<file path="src/pkg/light_readout_pkg.sv">
// Purpose: constants and carrier types for the ambient light level readout
// Assumes: 200 MHz system clock, byte-wide register port
// Notes:   every offset, field position and timing count lives here
// How it works
// - above threshold plus hysteresis, dark exits to office; the code exits to daylight if the office comparator is on and not requesting
// - hysteresis code is linear, 0.54 uA per step
// - 0x21 returns sensor one result bits 7..0
// - high byte holds bits 12..8, top three reserved
// - sensor two result at 0x23 and 0x24
// - enabled sensor result refreshed every 80 ms
// - result registers read-only, writes ignored
// - below dark threshold, backlight enters dark level
// - dark comparator wins over office comparator
package light_readout_pkg;
   localparam int          ADDR_W             = 8;
   localparam int          DATA_W             = 8;
   localparam int          RESULT_W           = 13;
   localparam int          HIGH_W             = RESULT_W - DATA_W;
   localparam int          NUM_SENSORS        = 2;
   // register offsets
   localparam logic [7:0]  OFS_DARK_EXIT_HYS  = 8'h20;
   localparam logic [7:0]  OFS_S1_LEVEL_LOW   = 8'h21;
   localparam logic [7:0]  OFS_S1_LEVEL_HIGH  = 8'h22;
   localparam logic [7:0]  OFS_S2_LEVEL_LOW   = 8'h23;
   localparam logic [7:0]  OFS_S2_LEVEL_HIGH  = 8'h24;
   localparam logic [7:0]  RST_DARK_EXIT_HYS  = 8'h00;
   localparam logic [12:0] RST_RESULT         = 13'h0000;
   // hysteresis scale, nanoamps per code step (0.54 uA)
   localparam int          HYS_STEP_NA        = 540;
   // refresh timing
   localparam int          CLK_PERIOD_PS      = 5000;
   localparam int          REFRESH_MS         = 80;
   localparam longint      REFRESH_CYCLES     =
      (longint'(REFRESH_MS) * 64'd1000000000) / longint'(CLK_PERIOD_PS);

   typedef enum logic [1:0] {
      LEVEL_DAYLIGHT,
      LEVEL_OFFICE,
      LEVEL_DARK
   } backlight_level_t;

   typedef struct packed {
      logic              valid;
      logic [RESULT_W-1:0] value;
   } conversion_t;
endpackage

</file>
<file path="src/rtl/light_level_readout.sv">
// Purpose: light result registers and dark-level hysteresis comparator
// Assumes: register port already decoded from the two-wire serial link
// Notes:   results latch from the converter only on the refresh tick
//          the converter word's valid flag is ignored, the tick and the sensor enable decide
//          threshold plus hysteresis is summed in nine bits, so it cannot wrap
//          reads have no side effect, so a host may poll any byte freely
`timescale 1ns/10ps
module light_level_readout #(
   parameter int unsigned REFRESH_PERIOD = 32'(light_readout_pkg::REFRESH_CYCLES)
) (
   input  wire logic                                  clk_sys_i,
   input  wire logic                                  rst_n_i,

   // register port, already decoded from the serial link
   input  wire logic                                  reg_wr_i,
   input  wire logic                                  reg_rd_i,
   input  wire logic [light_readout_pkg::ADDR_W-1:0]  reg_addr_i,
   input  wire logic [light_readout_pkg::DATA_W-1:0]  reg_wdata_i,
   output logic      [light_readout_pkg::DATA_W-1:0]  reg_rdata_o,

   // converter words and per-sensor enables
   input  wire logic [1:0]                            sensor_en_i,
   input  wire light_readout_pkg::conversion_t        sensor_one_conv_i,
   input  wire light_readout_pkg::conversion_t        sensor_two_conv_i,

   // comparator inputs and backlight decision
   input  wire logic [7:0]                            sensor_level_i,
   input  wire logic [7:0]                            dark_entry_threshold_i,
   input  wire logic                                  dark_cmp_en_i,
   input  wire logic                                  office_cmp_en_i,
   input  wire logic                                  office_request_i,
   output light_readout_pkg::backlight_level_t        backlight_level_o,
   output logic                                       dark_trip_o
);
   // timing at a glance, in clock edges after the strobe or tick:
   //   write strobe at edge n  -> hysteresis holds the new code from n
   //   read strobe at edge n   -> reg_rdata_o shows the byte after n
   //   refresh tick at edge n  -> enabled results change after n
   //   input crosses at edge n -> dark_trip_o and level move after n+1
   // results reset to zero and stay there until the first tick, which
   // comes one full refresh period after reset is released
   // a full-scale period is long, so benches shorten REFRESH_PERIOD

   // register state
   logic [7:0]                                  dark_exit_hysteresis_ff;
   logic [light_readout_pkg::RESULT_W-1:0]      result_ff [light_readout_pkg::NUM_SENSORS];
   // converter side and refresh
   logic [light_readout_pkg::RESULT_W-1:0]      conv_value [light_readout_pkg::NUM_SENSORS];
   logic                                        refresh_tick;
   logic [light_readout_pkg::NUM_SENSORS-1:0]   capture_en;
   // byte views of each held result
   logic [light_readout_pkg::DATA_W-1:0]        level_low [light_readout_pkg::NUM_SENSORS];
   logic [light_readout_pkg::DATA_W-1:0]        level_high [light_readout_pkg::NUM_SENSORS];
   // register port decode
   logic                                        hys_wr_hit;
   logic [light_readout_pkg::DATA_W-1:0]        nxt_rdata;
   // comparator
   logic                                        dark_ff;
   logic [8:0]                                  exit_level;
   logic                                        above_exit;
   logic                                        below_entry;
   light_readout_pkg::backlight_level_t         nxt_level;

   // converter words unpacked into an indexable array
   assign conv_value[0] = sensor_one_conv_i.value;
   assign conv_value[1] = sensor_two_conv_i.value;

   // one divider serves both sensors, so their refreshes stay in step;
   // a sensor enabled mid-period waits for the shared tick
   refresh_tick #(
      .PERIOD    (REFRESH_PERIOD)
   ) u_refresh (
      .clk_sys_i (clk_sys_i),
      .rst_n_i   (rst_n_i),
      .tick_o    (refresh_tick)
   );

   // only the hysteresis register is writable; result offsets drop writes
   assign hys_wr_hit = reg_wr_i && (reg_addr_i == light_readout_pkg::OFS_DARK_EXIT_HYS);

   // hysteresis code kept as written; each step is a fixed current increment
   // shared with the threshold code, so the two add with no scaling here
   // limitation: no write protection, a host may change it at any time
   always_ff @(posedge clk_sys_i) begin
      if (!rst_n_i) begin
         dark_exit_hysteresis_ff <= light_readout_pkg::RST_DARK_EXIT_HYS;
      end else if (hys_wr_hit) begin
         dark_exit_hysteresis_ff <= reg_wdata_i;
      end
   end

   // whole 13-bit value captured at once, so both bytes always match;
   // a disabled sensor keeps its last result instead of clearing it
   // hazard: the converter must hold its word steady around the tick
   genvar g;
   generate
      for (g = 0; g < light_readout_pkg::NUM_SENSORS; g++) begin : g_result
         assign capture_en[g] = refresh_tick && sensor_en_i[g];

         always_ff @(posedge clk_sys_i) begin
            if (!rst_n_i) begin
               result_ff[g] <= light_readout_pkg::RST_RESULT;
            end else if (capture_en[g]) begin
               result_ff[g] <= conv_value[g];
            end
         end

         // low byte bits 7..0, high byte bits 12..8 under a zero reserved top
         assign level_low[g]  = result_ff[g][7:0];
         assign level_high[g] = {3'h0, result_ff[g][12:8]};
      end
   endgenerate

   // register map, one byte per offset:
   //   0x20 hysteresis code, read and write
   //   0x21 sensor one low byte, read only
   //   0x22 sensor one high byte, read only
   //   0x23 sensor two low byte, read only
   //   0x24 sensor two high byte, read only
   // any other offset reads zero and drops writes
   always_comb begin
      nxt_rdata = 8'h00;
      case (reg_addr_i)
         light_readout_pkg::OFS_DARK_EXIT_HYS: begin
            nxt_rdata = dark_exit_hysteresis_ff;
         end
         light_readout_pkg::OFS_S1_LEVEL_LOW: begin
            nxt_rdata = level_low[0];
         end
         light_readout_pkg::OFS_S1_LEVEL_HIGH: begin
            nxt_rdata = level_high[0];
         end
         light_readout_pkg::OFS_S2_LEVEL_LOW: begin
            nxt_rdata = level_low[1];
         end
         light_readout_pkg::OFS_S2_LEVEL_HIGH: begin
            nxt_rdata = level_high[1];
         end
         default: begin
            nxt_rdata = 8'h00;
         end
      endcase
   end

   // read data registered, holds until the next read strobe
   always_ff @(posedge clk_sys_i) begin
      if (!rst_n_i) begin
         reg_rdata_o <= 8'h00;
      end else if (reg_rd_i) begin
         reg_rdata_o <= nxt_rdata;
      end
   end

   // exit point is threshold plus hysteresis, widened so no wrap
   assign exit_level = {1'b0, dark_entry_threshold_i} + {1'b0, dark_exit_hysteresis_ff};

   // band edges; inside the band the comparator holds its last decision,
   // which keeps the backlight from hunting on a slowly drifting input
   assign above_exit  = {1'b0, sensor_level_i} > exit_level;
   assign below_entry = sensor_level_i < dark_entry_threshold_i;

   // dark comparator with hysteresis band between entry and exit;
   // disabling it forgets the dark state, so a later enable starts on the
   // bright side until the input is seen below the threshold again
   always_ff @(posedge clk_sys_i) begin
      if (!rst_n_i) begin
         dark_ff <= 1'b0;
      end else if (!dark_cmp_en_i) begin
         dark_ff <= 1'b0;
      end else if (above_exit) begin
         dark_ff <= 1'b0;
      end else if (below_entry) begin
         dark_ff <= 1'b1;
      end
   end

   // level choice, first match wins:
   //   dark comparator on and tripped      -> dark
   //   dark comparator on, office one off  -> office
   //   office comparator on and requesting -> office
   //   anything else                       -> daylight
   // the office input is already a decision; its threshold lives outside
   always_comb begin
      if (dark_cmp_en_i && dark_ff) begin
         nxt_level = light_readout_pkg::LEVEL_DARK;
      end else if (dark_cmp_en_i && !office_cmp_en_i) begin
         nxt_level = light_readout_pkg::LEVEL_OFFICE;
      end else if (office_cmp_en_i && office_request_i) begin
         nxt_level = light_readout_pkg::LEVEL_OFFICE;
      end else begin
         nxt_level = light_readout_pkg::LEVEL_DAYLIGHT;
      end
   end

   // backlight level registered, so it changes only on a clock edge
   always_ff @(posedge clk_sys_i) begin
      if (!rst_n_i) begin
         backlight_level_o <= light_readout_pkg::LEVEL_DAYLIGHT;
      end else begin
         backlight_level_o <= nxt_level;
      end
   end

   // trip flag mirrors the comparator, in step with the level above
   always_ff @(posedge clk_sys_i) begin
      if (!rst_n_i) begin
         dark_trip_o <= 1'b0;
      end else begin
         dark_trip_o <= dark_ff;
      end
   end
endmodule

</file>
<file path="src/rtl/refresh_tick.sv">
// Purpose: divider giving a one-cycle refresh enable
// Assumes: synchronous active-low reset
// Notes:   period is a parameter so simulation can shorten it
`timescale 1ns/10ps
module refresh_tick #(
   parameter int unsigned PERIOD = 16000000
) (
   input  wire logic clk_sys_i,
   input  wire logic rst_n_i,
   output logic      tick_o
);
   logic [31:0] count_ff;

   // count up, pulse on wrap
   always_ff @(posedge clk_sys_i) begin
      if (!rst_n_i) begin
         count_ff <= 32'h00000000;
         tick_o   <= 1'b0;
      end else if (count_ff == 32'(PERIOD - 1)) begin
         count_ff <= 32'h00000000;
         tick_o   <= 1'b1;
      end else begin
         count_ff <= count_ff + 32'h00000001;
         tick_o   <= 1'b0;
      end
   end
endmodule

</file>
<file path="config.mk">
export PLATFORM = sky130hd
export DESIGN_NAME = light_level_readout
export DESIGN_NICKNAME = d
export VERILOG_FILES = /design/src/pkg/light_readout_pkg.sv /design/src/rtl/light_level_readout.sv /design/src/rtl/refresh_tick.sv
export SDC_FILE = /design/constraint.sdc
export NUM_CORES = 1
export LEC_CHECK = 0
export ABC_AREA = 1
export BUFFER_PORTS_ARGS = -buffer_cell sky130_fd_sc_hd__buf_2
export CAP_MARGIN = 20
export CORE_MARGIN = 4
export CORE_UTILIZATION = 40
export CTS_CLUSTER_DIAMETER = 50
export CTS_CLUSTER_SIZE = 40
export DETAILED_ROUTE_END_ITERATION = 12
export PLACE_DENSITY_LB_ADDON = 0.15
export SETUP_SLACK_MARGIN = 0.02
export SYNTH_ARGS = -nofsm -noshare
export SYNTH_HDL_FRONTEND = slang
export SYNTH_SLANG_ARGS = --single-unit
</file>
<file path="constraint.sdc">
create_clock -name clk_sys_i -period 3.05 [get_ports clk_sys_i]
set_clock_uncertainty 0.15 [all_clocks]
set_input_delay 0.1525 -clock clk_sys_i [delete_from_list [all_inputs] [get_ports clk_sys_i]]
set_output_delay 0.1525 -clock clk_sys_i [all_outputs]
set_load 0.01 [all_outputs]
</file>
# Word level (Yosys, flattened, before mapping)
# Memories as Yosys holds them, arrays and structs flattened.
# Cells that the tools add are included.
# word_totals
out_inout_bits,11
memories,1
ram_bits,26
ff_bits,53
# classes
n_addsub,2
muxes,14
eq_ne,6
n_bitwise,4
n_lt_le_gt_ge,2
reduce_logical,10
# memory_table
memory,depth,width,rd,rd_clocked_by_memory_dff,write_ports,line,text
result_ff,2,13,2,0,2,light_level_readout.sv:46,logic [light_readout_pkg::RESULT_W-1:0] result_ff [light_readout_pkg::NUM_SENSORS];
# ops
operator,count
8-bit by 6-bit == test with 1-bit output (second input constant),5
8-bit one-hot mux with 5 select lines,1
32-bit by 1-bit adder with 32-bit output (second input constant),1
32-bit by 24-bit == test with 1-bit output (second input constant),1
13-bit two-way mux,2
1-bit two-way mux,10
8-bit by 8-bit adder with 9-bit output,1
8-bit by 9-bit greater-than comparator with 1-bit output,1
8-bit less-than comparator,1
1-bit logical AND,6
2-bit OR reduction,2
3-bit OR reduction,1
2-bit two-way mux,1
1-bit NOT,2
1-bit bitwise OR,2
1-bit zero test,1

# Depth between registers and ports, before layout
# Gate-level depths: netlist of run 1.
# depth
depth_word,5
ltp_mapped,14
ltp_nobuf,14

# Modules after synthesis
# A second synthesis of run 1 with hierarchy kept.
# hier_totals
cells_unflattened,667
hier_area_um2,4733.3
# by_module_without_submodules
module,area_per_inst_um2,seq_area_each_um2,n_inst,cells_each
light_level_readout,2869.0,1181.1,1,369
refresh_tick,1864.3,660.6,1,298

# Worst setup path before layout of run 1
# No wires, ideal clock.
# synth_path
kind,register -> register
start,register dark_exit_hysteresis_ff[0]
end,register dark_ff
stages_incl_launch_ff,15
t_required_ns,2.787
n_path_buf,0
synth_period_minus_slack_ns,2.525
path_slack_ns,0.525
setup_time_ns,0.113
arrival_ns,2.262
path_cell_list,dfxtp_1 ha_1 inv_1 fa_1 o21ai_0 a21oi_1 xor2_1 ha_1 nand2_1 nor3_1 nand2_1 nand2_1 nor2_1 nor2_1 nor2_1
# synth_via
elab_chain_len,3
# synth_rtl
element,line,text
from (decl),light_level_readout.sv:45,logic [7:0] dark_exit_hysteresis_ff;
from (signal assigned),light_level_readout.sv:86,dark_exit_hysteresis_ff <= light_readout_pkg::RST_DARK_EXIT_HYS;
from (signal assigned),light_level_readout.sv:88,dark_exit_hysteresis_ff <= reg_wdata_i;
8-bit by 8-bit adder with 9-bit output,light_level_readout.sv:155,"assign exit_level = {1'b0, dark_entry_threshold_i} + {1'b0, dark_exit_hysteresis_ff};"
8-bit by 9-bit greater-than comparator with 1-bit output,light_level_readout.sv:159,"assign above_exit = {1'b0, sensor_level_i} > exit_level;"
3-bit OR reduction (no source line),-,
to (signal assigned),light_level_readout.sv:167,dark_ff <= 1'b0;
to (signal assigned),light_level_readout.sv:169,dark_ff <= 1'b0;
to (signal assigned),light_level_readout.sv:171,dark_ff <= 1'b0;
to (decl),light_level_readout.sv:58,logic dark_ff;
# Every way passes these cells.
# A chain may end at the register's enable or synchronous reset.

# Final worst setup path of run 1
# Ends and elaborated chain as after synthesis.

==> results of run 1 <==
==> through the flow <==
stage	cells	utilization [%]	area [um2]
2_1_floorplan	653	-	4600
3_3_place_gp	860	46.2	5100
3_5_place_dp	860	46.2	5100
4_1_cts	911	52.0	5740
5_1_grt	911	52.0	5740
6_report	911	52.0	5740
==> per-layer routing <==
layer	global-route usage, %	vias to the layer above
met5	0	-
met4	5.87	0
met3	3.53	16
met2	32.8	103
met1	22.7	1974
li1	-	2322
==> tightest hold or removal path: stages <==
cell	delay, ps
buf_2	90
inv_1	40
nor2_1	50
==> cell usage after synthesis (all sizes together) (9+ instances only) <==
| library cell | instances | area share, % |
|---|---|---|
| a21oi | 35 | 3.9 |
| dfxtp | 53 | 23 |
| edfxtp | 26 | 17 |
| ha | 24 | 6.5 |
| inv | 97 | 7.9 |
| nand2 | 155 | 13 |
| nand3 | 60 | 6.5 |
| nand4 | 9 | 1.2 |
| nor2 | 111 | 9.7 |
| nor3 | 26 | 2.9 |
| o21ai | 19 | 2.1 |
==> registers in the layout, summed over array words and instances (netlist names) <==
name                     cells
u_refresh.tick_o             1
result_ff                   26
dark_ff                      1
reg_rdata_o                  8
dark_trip_o                  1
u_refresh.count_ff          32
backlight_level_o            2
dark_exit_hysteresis_ff      8
==> power groups by stage <==
stage | logic, mW | clock network (mW) | registers, mW
finish | 0.226 | 1.06 | 1.12
global route | 0.255 | 1.13 | 1.12
CTS | 0.227 | 1.09 | 1.12
detailed placement | 0.191 | 0 | 1.14
global placement | 0.185 | 0 | 1.14
floorplan | 0.110 | 0 | 1.14
==> placed cells by master, fill, tap and decap left out, types with 6 or more instances in the layout <==
| cell type | instances |
|---|---|
| clkbuf_16 | 9 |
| xnor2_1 | 6 |
| nand2_1 | 152 |
| inv_1 | 94 |
| dlygate4sd3_1 | 35 |
| nor2_1 | 103 |
| nand4_1 | 9 |
| edfxtp_1 | 26 |
| buf_2 | 77 |
| nand3_1 | 60 |
| dfxtp_1 | 53 |
| nor2_2 | 6 |
| xor2_1 | 8 |
| a21oi_1 | 34 |
| nor3_1 | 25 |
| ha_1 | 24 |
| o21ai_0 | 18 |
==> worst paths after layout <==
path | from | to | slack [ps]
worst min-delay path | sensor_one_conv_i[3] | result_ff[0][3] | 20
worst max-delay path | dark_exit_hysteresis_ff[0] | dark_ff | 370
worst min register to register | reg_rdata_o[7] | reg_rdata_o[7] | 320
worst max register to register | dark_exit_hysteresis_ff[0] | dark_ff | 370
==> cells by family after synthesis <==
kind of cell / after synthesis
muxes: 1
adders and majority gates: 25
DFF: 79
and+or+nand+nor: 366
xor gates and xnor gates: 14
AOI/OAI and AO/OA: 59
buffers and inverters: 109
==> what timing repair did <==
action	4_1_cts	5_1_grt
hold buffers	35	0
gates resized for setup	0	1
setup buffers	0	0
setup endpoints to repair	0	1
hold endpoints to repair	35	0
==> cell type report <==
class,instances,area (um2),area share [%]
multi-input combinational,465,2320,40.5
sequential,79,1840,32.1
timing repair buffer,113,743,12.9
inverter,98,368,6.41
clock buffer,11,233,4.05
tap,140,175,3.05
clock inverter,5,57.6,1.00
==> results.cfg, run 1 <==
[cts]
clock-sinks = 79
cts_max_path_buffers = 2
cts_tree = built
ctsHtreeMaxLevel = 3
cts-root-buf = clkbuf_16
path_clk_slew_ps = 60
cts_buffers = 9
clock_latency_ps = 340

[worst_setup_path]
worstPathArrival_ps = 2770
critical_path_peak_fanout = 3
worst-path-buf-inv = 1
max_stage_delay_ps = 410
start_kind = register
crit_chain = ha_1 > inv_1 > fa_1 > o21ai_1 > a21oi_1 > xor2_1 > ha_1 > nand2_1 > nor3_1 > nand2_1 > nand2_1 > nor2_1 > nor2_1 > nor2_1
required_ps = 3130
worstSetupPathType = reg -> reg
critical-path-top-delay-family = adder cells
cp_slowest_cell = fa_1
crit_cells = 14
critPathCaptureType = register
rr_worst_depth = 14

[drt]
wl_um = 12100
post_drt_wl_per_cell_um = 13.3
vias_per_cell = 4.85
antenna_violating_nets_post_route = 0
drc_errors = 0
first_pass_iters = 5
wirelength_met1_um = 5320
wl_met3_um = 585
drtIter0Drc = 244
top_layer = met4
vias = 4415
wl_met2_um = 6040

[global_routing]
grt_pass1_vias = 4331
grt_overflow = 0
grt_max_degree = 33
antenna_found_initial = 0
grt_first_pass_wirelength_um = 19600
track_usage_pct = 18.5

[placement]
gp_congestion = 0.847
pre_cts_slack_ps = 228
portBuffers = 77
dp_hpwl_um = 9180

[logic_synthesis]
synth_compound_area_share_pct = 6.74
ys_ff_latch = 79
yosys.area_share.simple_pct = 33.9
synth-edff-count = 26
synth_top_family_by_area = simple AND/OR/NAND/NOR gates
synthXorXnorAreaFrac_pct = 2.66
syn_avg_cell_area_um2 = 7.05
yosysSeqAreaShare_pct = 40.0
synthFlopType = dfxtp_1
syn_area_um2 = 4600
synthAdderAreaFrac_pct = 6.96
synth_nets = 747
ys_async_sr_fraction_pct = 0
synthDistinctLibCells = 32
ys_warn_count = 0
postSynthCellCount = 653
synth_mux_area_share_pct = 0.218

[pwr]
power_frac_comb_pct = 9.4
switching_share_pct = 23.2
p_leak_nw = 2.50
ir_drop_v = 0.000250
finalPower_mw = 2.41
power.internal_mw = 1.85
p_sw_mw = 0.557
power_density_nw_per_um2 = 419
clkPwrFrac_pct = 44.1
power_frac_seq_pct = 46.5

[sta]
tns_ps = 0
finalSetupViolCount = 0
finalCritPeriodShare_pct = 88.0
rsz0062_at_grt = no
fmax_mhz = 372
slew_headroom_pct = 58.7
worst_pin_slew_ps = 617
hold_viol_final = 0
holdWs_ps = 19.9
period_minus_slack_ps = 2680
slew_violations = 0
worst_slack_ps = 365

[min_path]
worstHoldPathCells = 3
hold_path_class = in -> reg

[die]
die_x_um = 115
rows = 38
die_y_um = 115
initial_core_util_pct = 41.7
core_area_um2 = 11000
io_pins = 80
dieArea_um2 = 13300

[status]
status = complete, no violations

[finish]
nFillCells = 1091
nNetsFinal = 860
area_delta_synth_final_pct = 24.7
num_antenna_cells = 0
drive_above_1_share_pct = 14.0

[flow_run]
max_cap_violations = 0
(Power assumes the default switching activity.)
==> inputs of run 2 (changes only) <==
==> constraint.sdc (replaced) <==
create_clock -name clk_sys_i -period 2.45 [get_ports clk_sys_i]
set_clock_uncertainty 0.15 [all_clocks]
set_input_delay 0.1225 -clock clk_sys_i [delete_from_list [all_inputs] [get_ports clk_sys_i]]
set_output_delay 0.1225 -clock clk_sys_i [all_outputs]
set_load 0.01 [all_outputs]
==> results.cfg, run 2 (synthesis results as in run 1) <==
[drt]
drc_errors = 0
wl_um = 12300
drtIter0Drc = 227
post_drt_wl_per_cell_um = 13.4
vias = 4457
first_pass_iters = 4
antenna_violating_nets_post_route = 0
vias_per_cell = 4.84

[global_routing]
grt_use_met1_pct = 23.3
grt_overflow = 0
busiest_layer = met2
grt_first_pass_wirelength_um = 20200
track_usage_pct = 19.2
grtUsageMet2_pct = 33.8
grt_max_degree = 34
antenna_found_initial = 0
use_met3_pct = 3.89
grt_pass1_vias = 4367

[sta]
fmax_mhz = 412
tns_ps = 0
slew_violations = 0
finalSetupViolCount = 0
slew_headroom_pct = 63.1
finalCritPeriodShare_pct = 99.0
hold_viol_final = 0
worst_pin_slew_ps = 553
rsz0062_at_grt = yes
period_minus_slack_ps = 2420

[worst_setup_path]
r2r_end = dark_ff
start_kind = register
r2r_start = dark_exit_hysteresis_ff[0]
critPathCaptureType = register
required_ps = 2540
worstPathArrival_ps = 2510
cp-startpoint = dark_exit_hysteresis_ff[0]
worstSetupPathType = reg -> reg
rr_worst_depth = 14
r2r_slack_ps = 30
critical_path_peak_fanout = 2

[min_path]
worstHoldPathCells = 3
worst_hold_startpoint = rst_n_i
hold_path_end = dark_exit_hysteresis_ff[4]
hold_path_class = in -> reg

[finish]
drive_above_1_share_pct = 16.9
largest_reg_flops = 32
top_regs = u_refresh.count_ff: 32 flops, result_ff: 26 flops
area_delta_synth_final_pct = 28.3
regMostFlops = u_refresh.count_ff
final_cell_mix = nand2_1 (149), nor2_1 (103), inv_1 (92)
final_cells = 920
nFillCells = 1074
num_antenna_cells = 0
utilization_pct = 53.5
finalInstanceArea_um2 = 5900
nNetsFinal = 869
final_common_cell = nand2_1

[status]
status = complete, no violations

[cts]
cts_tree = built
path_clk_slew_ps = 60
cts_buffers = 9
clock_latency_ps = 330
cts_max_path_buffers = 2
cts-root-buf = clkbuf_16
clock-sinks = 79
ctsHtreeMaxLevel = 3

[pwr]
p_leak_nw = 2.56
finalPower_mw = 2.98
ir_drop_v = 0.000393
power_density_nw_per_um2 = 505

[placement]
dp_hpwl_um = 9150
portBuffers = 77
gp_congestion = 0.885
dpl_cell_area_um2 = 5140
post-place-cells = 866

[flow_run]
max_cap_violations = 0

[die]
dieArea_um2 = 13300
initial_core_util_pct = 41.7
io_pins = 80
die_x_um = 115
rows = 38
core_area_um2 = 11000
die_y_um = 115
## run 2: cell types whose count changed in the layout (fill, tap and decap cells not counted), moves of 3 or more
cell     change
ha_1         -3
nand2_2      +3
a21oi_2      +3
a21oi_1      -3
buf_4        +6
nand2_1      -3
## run 2: worst max-delay path by stage
| stage | endpoint | depth (start not counted) |
|---|---|---|
| floorplan | dark_ff | 14 |
| global placement | dark_ff | 14 |
| detailed placement | dark_ff | 14 |
| CTS | dark_ff | 14 |
| global route | dark_ff | 14 |
| finish | dark_ff | 14 |
## run 2: repair_timing
| action | 4_1_cts | 5_1_grt |
|---|---|---|
| buffers inserted | 0 | 1 |
| hold buffers | 37 | 0 |
| resized for setup | 2 | 20 |
| endpoints found under the hold margin | 40 | 0 |
| endpoints found under the setup margin | 1 | 1 |
| pin swaps | 1 | 15 |
## run 2: per-stage QoR
step	hold WS, ps	setup WS (ps)
after floorplan	74.7	22.3
after global placement	214	-11.1
after detailed placement	213	-60.3
after CTS	74.1	41.4
after global routing	93.5	-62.9
final	88.5	25.4
## run 2: area by class of cell
cell class                      instances  area [um2]  area share [%]
Clock buffer                           13         272            4.60
Clock inverter                          3        17.5           0.297
Inverter                               98         370            6.27
Multi-Input combinational cell        465        2410            40.8
Sequential cell                        79        1840            31.2
Tap cell                              140         175            2.97
Timing Repair Buffer                  122         820            13.9
## run 2: where the power goes
part	leakage (nW)	switching, mW	internal (mW)	total (mW)
Sequential	0.691	0.0119	1.38	1.39
Combinational	1.73	0.159	0.144	0.303
Clock	0.141	0.515	0.773	1.29
Total	2.56	0.686	2.30	2.98
## run 2: per-layer routing
metal	vias to the layer above	wire [um]
li1	2341	-
met1	1978	5250
met2	119	6210
met3	19	611
met4	0	271
met5	-	0
## run 2: worst max-delay path: stages (launching register included)
cell and delay, ps:
dfxtp_2 350, ha_4 150, inv_4 40, fa_2 410, o21ai_4 190, a21oi_2 90, xor2_1 140, ha_1 330
nand2_2 80, inv_2 70, nand2_2 50, a21oi_2 120, nor2_1 50, nor2_1 80, nor2_1 40
